==> config.mk <==
export PLATFORM = sky130hd
export DESIGN_NAME = asfp_port
export DESIGN_NICKNAME = d
export VERILOG_FILES = /design/src/rtl/asfp_port.v /design/src/rtl/asfp_sync.v
export VERILOG_INCLUDE_DIRS = /design/src /design/src/rtl
export SDC_FILE = /design/constraint.sdc
export NUM_CORES = 1
export LEC_CHECK = 0
export ABC_AREA = 1
export BUFFER_PORTS_ARGS = -buffer_cell sky130_fd_sc_hd__buf_2
export CORE_ASPECT_RATIO = 0.8
export CORE_UTILIZATION = 45
export DETAILED_ROUTE_END_ITERATION = 6
export SLEW_MARGIN = 30
export SYNTH_ARGS = -nofsm -noshare
export SYNTH_HDL_FRONTEND = slang
export SYNTH_SLANG_ARGS = --single-unit
==> constraint.sdc <==
create_clock -name ref_clk_i -period 1.6 [get_ports ref_clk_i]
set_input_delay 0.24 -clock ref_clk_i [delete_from_list [all_inputs] [get_ports ref_clk_i]]
set_output_delay 0.24 -clock ref_clk_i [all_outputs]
set_load 0.01 [all_outputs]
==> src/rtl/asfp_regs.vh <==
// Constants for the ADC serial frame port
// Notes on behaviour
// - Port reacts to serial clock and data only while chip select is low.
// - Serial output released while select is high; driven only while low.
// - Each of the first 16 serial input bits is captured on a serial clock rising edge; later bits are ignored.
// - Serial output bit changes on serial clock falling edges 2 to 16 of a frame; later falls leave it.
// - Internal clock mode only: end-of-conversion low marks valid data.
// - Active-low start input requests an internally timed conversion.
// - Start pulse, select high; scan, then end flag low until a fall.
// - Serial clock idles high; host uses polarity and phase both one.
// - Select falling edge samples analog inputs and begins a new frame.
// - Serial input bits are written into the control registers.
// - Tag on: word is 4-bit channel then 12-bit result, MSB first.
// - Tag off, external mode only: one zero, 12-bit result, three zeros.
// - 10-bit variant zeroes two LSBs; 8-bit variant zeroes four LSBs.
`ifndef ASFP_REGS_VH
`define ASFP_REGS_VH
`define ASFP_WORD_BITS      16
`define ASFP_RES_BITS       12
`define ASFP_CHAN_BITS      4
`define ASFP_CNT_W          5
`define ASFP_CNT_ZERO       5'h00
`define ASFP_CNT_FULL       5'h10
`define ASFP_WORD_ZERO      16'h0000
`define ASFP_RES_ZERO       12'h000
`define ASFP_CHAN_ZERO      4'h0
`define ASFP_TRAIL_ZERO     3'h0
`define ASFP_CFG_TAG_BIT    15
`define ASFP_CFG_INTCLK_BIT 14
`define ASFP_RES_MODE_12    2'h0
`define ASFP_RES_MODE_10    2'h1
`define ASFP_RES_MODE_8     2'h2
`define ASFP_MASK_12        12'hfff
`define ASFP_MASK_10        12'hffc
`define ASFP_MASK_8         12'hff0
`define ASFP_SCAN_TIME_NS   6200
`define ASFP_CLK_PERIOD_NS  4
`define ASFP_SCAN_CYCLES    (`ASFP_SCAN_TIME_NS / `ASFP_CLK_PERIOD_NS)
`define ASFP_SCAN_CNT_W     12
`endif

==> src/rtl/asfp_port.v <==
// Serial frame port of a multichannel SAR converter, device side
`include "asfp_regs.vh"
`default_nettype none
module asfp_port #(
   parameter RES_MODE   = 2'h0,
   parameter SCAN_COUNT = `ASFP_SCAN_CYCLES
) (
   input  wire        ref_clk_i,
   input  wire        nrst_i,
   input  wire        cs_n_i,
   input  wire        sclk_i,
   input  wire        sdi_i,
   input  wire        conversion_start_n_i,
   input  wire [11:0] adc_result_i,
   input  wire [3:0]  adc_channel_i,
   output reg         sdo_o,
   output wire        sdo_oe_o,
   output reg         eoc_n_o,
   output reg         sample_o,
   output reg  [15:0] ctrl_word_o,
   output reg         ctrl_valid_o
);
   wire cs_n_s;
   wire sclk_s;
   wire sdi_s;
   wire cnv_n_s;

   asfp_sync #(.RESET_VAL(1'b1)) u_sync_cs (
      .ref_clk_i (ref_clk_i),
      .nrst_i    (nrst_i),
      .pin_i     (cs_n_i),
      .sync_o    (cs_n_s)
   );
   asfp_sync #(.RESET_VAL(1'b1)) u_sync_sclk (
      .ref_clk_i (ref_clk_i),
      .nrst_i    (nrst_i),
      .pin_i     (sclk_i),
      .sync_o    (sclk_s)
   );
   asfp_sync #(.RESET_VAL(1'b0)) u_sync_sdi (
      .ref_clk_i (ref_clk_i),
      .nrst_i    (nrst_i),
      .pin_i     (sdi_i),
      .sync_o    (sdi_s)
   );
   asfp_sync #(.RESET_VAL(1'b1)) u_sync_cnv (
      .ref_clk_i (ref_clk_i),
      .nrst_i    (nrst_i),
      .pin_i     (conversion_start_n_i),
      .sync_o    (cnv_n_s)
   );

   reg                      cs_n_q;
   reg                      sclk_q;
   reg                      cnv_n_q;
   reg [`ASFP_CNT_W-1:0]    in_cnt_q;
   reg [`ASFP_CNT_W-1:0]    out_cnt_q;
   reg [15:0]               in_sh_q;
   reg [15:0]               out_sh_q;
   reg                      tag_en_q;
   reg                      int_clk_q;
   reg                      scanning_q;
   reg [`ASFP_SCAN_CNT_W-1:0] scan_cnt_q;
   wire [11:0]              res_mask;
   reg [15:0]               word_d;
   reg                      first_fall_q;

   wire cs_fall  = cs_n_q & ~cs_n_s;
   wire cs_rise  = ~cs_n_q & cs_n_s;
   // Edges only count inside a frame, so stray clocks are ignored
   wire active   = ~cs_n_s & ~cs_n_q;
   wire sclk_up  = active & ~sclk_q & sclk_s;
   wire sclk_dn  = active & sclk_q & ~sclk_s;
   wire cnv_fall = cnv_n_q & ~cnv_n_s;
   wire cnv_rise = ~cnv_n_q & cnv_n_s;

   // Output released while select is high
   assign sdo_oe_o = ~cs_n_s;

   // Mask depends on a parameter only, so no process would ever wake up
   assign res_mask = (RES_MODE == `ASFP_RES_MODE_10) ? `ASFP_MASK_10 :
                     (RES_MODE == `ASFP_RES_MODE_8)  ? `ASFP_MASK_8  :
                     `ASFP_MASK_12;

   always @*
   begin
      // Untagged layout is only legal in external clock mode
      if (tag_en_q || int_clk_q)
         word_d = {adc_channel_i, adc_result_i & res_mask};
      else
         word_d = {1'b0, adc_result_i & res_mask,
                   `ASFP_TRAIL_ZERO};
   end

   always @(posedge ref_clk_i or negedge nrst_i)
   begin
      if (!nrst_i)
      begin
         cs_n_q       <= 1'b1;
         sclk_q       <= 1'b1;
         cnv_n_q      <= 1'b1;
         in_cnt_q     <= `ASFP_CNT_ZERO;
         out_cnt_q    <= `ASFP_CNT_ZERO;
         in_sh_q      <= `ASFP_WORD_ZERO;
         out_sh_q     <= `ASFP_WORD_ZERO;
         sdo_o        <= 1'b0;
         sample_o     <= 1'b0;
         ctrl_word_o  <= `ASFP_WORD_ZERO;
         ctrl_valid_o <= 1'b0;
         tag_en_q     <= 1'b1;
         int_clk_q    <= 1'b0;
         first_fall_q <= 1'b0;
      end
      else
      begin
         cs_n_q       <= cs_n_s;
         sclk_q       <= sclk_s;
         cnv_n_q      <= cnv_n_s;
         sample_o     <= cs_fall;
         ctrl_valid_o <= 1'b0;
         if (cs_fall)
         begin
            in_cnt_q     <= `ASFP_CNT_ZERO;
            out_cnt_q    <= `ASFP_CNT_ZERO;
            // Format latched here; later config writes apply next frame
            out_sh_q     <= word_d;
            sdo_o        <= word_d[`ASFP_WORD_BITS-1];
            first_fall_q <= 1'b1;
         end
         else
         begin
            if (sclk_up && in_cnt_q != `ASFP_CNT_FULL)
            begin
               in_sh_q  <= {in_sh_q[14:0], sdi_s};
               in_cnt_q <= in_cnt_q + 1'b1;
               if (in_cnt_q == `ASFP_CNT_FULL - 1'b1)
               begin
                  ctrl_word_o  <= {in_sh_q[14:0], sdi_s};
                  ctrl_valid_o <= 1'b1;
                  tag_en_q     <= in_sh_q[`ASFP_CFG_TAG_BIT-1];
                  int_clk_q    <= in_sh_q[`ASFP_CFG_INTCLK_BIT-1];
               end
            end
            // First falling edge keeps the MSB, later ones advance
            if (sclk_dn && out_cnt_q != `ASFP_CNT_FULL)
            begin
               out_cnt_q <= out_cnt_q + 1'b1;
               if (first_fall_q)
                  first_fall_q <= 1'b0;
               else
               begin
                  out_sh_q <= {out_sh_q[14:0], 1'b0};
                  sdo_o    <= out_sh_q[14];
               end
            end
         end
      end
   end

   // Internal-clock scan timer and end-of-conversion flag
   always @(posedge ref_clk_i or negedge nrst_i)
   begin
      if (!nrst_i)
      begin
         scanning_q <= 1'b0;
         scan_cnt_q <= {`ASFP_SCAN_CNT_W{1'b0}};
         eoc_n_o    <= 1'b1;
      end
      else
      begin
         if (cs_fall || cnv_fall)
            eoc_n_o <= 1'b1;
         if (cnv_rise && cs_n_s && int_clk_q)
         begin
            scanning_q <= 1'b1;
            scan_cnt_q <= SCAN_COUNT[`ASFP_SCAN_CNT_W-1:0];
         end
         else if (scanning_q)
         begin
            if (scan_cnt_q == {`ASFP_SCAN_CNT_W{1'b0}})
            begin
               scanning_q <= 1'b0;
               eoc_n_o    <= 1'b0;
            end
            else
               scan_cnt_q <= scan_cnt_q - 1'b1;
         end
      end
   end
endmodule // asfp_port
`default_nettype wire

==> src/rtl/asfp_sync.v <==
// Two-flop synchroniser for pins from outside the clock domain
`default_nettype none
module asfp_sync #(
   parameter RESET_VAL = 1'b1
) (
   input  wire ref_clk_i,
   input  wire nrst_i,
   input  wire pin_i,
   output reg  sync_o
);
   reg meta_q;

   always @(posedge ref_clk_i or negedge nrst_i)
   begin
      if (!nrst_i)
      begin
         meta_q <= RESET_VAL;
         sync_o <= RESET_VAL;
      end
      else
      begin
         meta_q <= pin_i;
         sync_o <= meta_q;
      end
   end
endmodule // asfp_sync
`default_nettype wire

==> flow_summary.ini <==
[routing]
drt_pass1_iterations = 4
drt_iter0_markers = 164
avgViaCountPerCell = 4.835
drt_wl_total_mm = 7.784
postRouteAntennaNets = 0
drcViolationCount = 0
vias = 3046
wl_per_cell_um = 12.36

[floorplan]
die_area_um2 = 9051
std_cell_rows = 29
num_io_pins = 43
die_h_um = 85.30
fp.coreArea_um2 = 8164
start_util = 0.4780
die_w_um = 106.1

[critical_path]
cp.required_ps = 1840
worstPathCellList = nor2_2 -> inv_2 -> nor2_1 -> o22ai_1 -> nand2_1 -> o21ai_1
critPathKind = reg -> reg
critPathArrivalTime_ps = 1730
cp-start-kind = register
crit_family = simple AND/OR/NAND/NOR gates
critPathMaxFanout = 16
cp.buffers_inverters = 1
cp_slowest_cell = dfrtp_1
worstSetupEndpointType = register
max_stage_delay_ps = 410

[placed_design]
place.gp.congestion = 0.8480
dp_cells = 609
io_buffers = 42
dp_hpwl_mm = 5.517
dp_slack_ps = -96.62

[sta]
setup_viol_count_final = 0
finalWorstSetupSlack_ps = 114.8
worst_pin_slew_ps = 430.3
hold_viol_final = 0
period_needed_ps = 1485
clock_skew_ps = 15.01
relSlewSlack = 0.7128
finalMaxSlewViolations = 0
rsz0062_at_grt = yes
period_share = 0.9282
fmax_mhz = 673.3

[synthesis]
syn_inst = 461
avgSynthCellArea_um2 = 8.465
synth-edff-count = 0
synth_area_leader_cell = dfrtp_1
syn_area_um2 = 3902
ys.warnings.count = 0
synth_seq_cells = 86
netlist.area_leader.share = 0.4809
synth_area_leaders = dfrtp_1 (48%), nand2_1 (11%), dfstp_2 (7.4%), inv_1 (5.5%), o21ai_0 (5.0%)
synth-seq-area-share = 0.5550
async_flop_share = 1.000
syn_nets = 490
yosysUniqueCellTypes = 26
ys.flop_type = dfrtp_1

[global_routing]
gr-usage-met1 = 0.2591
use_met3 = 0.05069
grt_max_degree = 31
track_usage = 0.1863
grt_pass1_vias = 2901
grt_pass1_wl_mm = 13.35
grt-busiest-layer = met2
overflow = 0
antenna_found_initial = 0
grt_use_met2 = 0.2887

[clock_network]
cts_max_path_buffers = 2
cts_buffers = 9
cts_tree = built
post_cts_buffers = 0
htreeDepth = 3
root_buffer = clkbuf_8
cts_sinks = 86
clk_pin_slew_ps = 100
clk_latency_ps = 340

[pwr]
power.leakage_nw = 2.339
vdd_ir_drop_max_uv = 466.5
power.density_nw_per_um2 = 924.9

[layout]
area_growth_pct = 18.05
drive_gt1_frac = 0.2031
finish.utilization = 0.5643
n_antenna_cell = 0
fin_cells = 630
nets = 546

[min_path]
worstHoldPathType = in -> reg

[run]
drv_cap = 0

[outcome]
status = finished clean
## flip-flops by register name (all words and copies together), names as in the netlist, 5 cells and up
| register | count |
|---|---|
| in_sh_q | 15 |
| out_sh_q | 15 |
| scan_cnt_q | 12 |
| in_cnt_q | 5 |
| out_cnt_q | 5 |
| ctrl_word_o | 16 |
## per-stage QoR
step | instance area [um^2] | TNS (ps) | total power (W) | hold WS, ps
floorplan | 3902 | 0 | 0.002588 | -55.59
global placement | 4325 | -148.6 | 0.002736 | 155.9
detailed placement | 4325 | -1225 | 0.002746 | 152.5
CTS | 4579 | 0 | 0.004342 | 168.5
global route | 4607 | -17.47 | 0.004470 | 191.6
finish | 4607 | 0 | 0.004261 | 199.4
## path summary, 6_finish.rpt
path	depth (start not counted)	slack, ps	end	from
worst max register to register	6	110	out_sh_q[14]	ctrl_word_o[14]
worst min-delay path	3	200	out_sh_q[0]	adc_result_i[0]
worst max-delay path	6	110	out_sh_q[14]	ctrl_word_o[14]
min in group asynchronous	2	330	out_sh_q[3]	nrst_i
worst min register to register	0	350	u_sync_sclk.sync_o	u_sync_sclk.meta_q
max in group asynchronous	3	700	u_sync_cs.sync_o	nrst_i
## kinds of logic after synthesis
logic type,synth area share
adder cells (fa/ha/maj),0.02244
XOR/XNOR,0.008976
AO/OA/AOI/OAI,0.1260
buffers and inverters,0.08304
AND/OR/NAND/NOR,0.2046
flip-flops,0.5550
## worst reg2reg max path: cells and delay by family (launching register included)
| family | cells | cell delay [ps] |
|---|---|---|
| buffers and inverters | 1 | 230 |
| DFF | 1 | 410 |
| and+or+nand+nor | 3 | 590 |
| AOI/OAI and AO/OA | 2 | 160 |
## layout make-up
type / count / area (um^2)
inverter: 63 / 236.5
tap: 108 / 135.1
multi-input combinational: 295 / 1443
clock inverter: 7 / 77.57
sequential: 86 / 2166
timing repair buffer: 62 / 425.4
clock buffer: 9 / 123.9
fill: 761 / 3557
## timing repair
action	4_1_cts	5_1_grt
cloned	0	0
pin swaps	0	0
resized for setup	1	8
endpoints found under the hold margin	18	0
hold buffers	5	0
setup endpoints to repair	15	41
## cell usage after synthesis (all sizes together), types with 2 or more instances
library cell and count:
nand3 26, nand4 6, ha 7, o22ai 14, inv 62, dfstp 11, clkbuf 5, nor2 39
o21bai 2, dfrtp 75, nand2 117, o21ai 76, nor3 3, xor2 4, buf 12
## where the power goes
group          internal (W)  total, W  switching [W]  leakage [nW]
Sequential          0.00230   0.00235      0.0000492          1.13
Clock              0.000742   0.00155       0.000807         0.101
Combinational      0.000145  0.000366       0.000221          1.10
Total               0.00318   0.00426        0.00108          2.34
## cell usage in the layout, fill, tap and decap left out, drive strengths merged
| master | Yosys | final |
|---|---|---|
| nand4 | 6 | 6 |
| bufinv | 0 | 1 |
| o21ai | 76 | 76 |
| nand2 | 117 | 117 |
| buf | 12 | 57 |
| o21bai | 2 | 2 |
| xor2 | 4 | 4 |
| clkinvlp | 0 | 1 |
| a21oi | 1 | 1 |
| ha | 7 | 7 |
| clkbuf | 5 | 9 |
| inv | 62 | 66 |
| dfrtp | 75 | 75 |
| nor3 | 3 | 3 |
| nand3 | 26 | 26 |
| dlygate4sd3 | 0 | 5 |
| o22ai | 14 | 14 |
| nor2 | 39 | 39 |
| dfstp | 11 | 11 |
| clkinv | 1 | 2 |
## metal layers
| metal | part of all wire | wire length (um) |
|---|---|---|
| met1 | 0.50 | 3875 |
| met2 | 0.44 | 3459 |
| met3 | 0.052 | 403 |
| met4 | 0.0059 | 46 |
| met5 | 0 | 0 |
No activity file was read; power rests on OpenSTA's default activity.
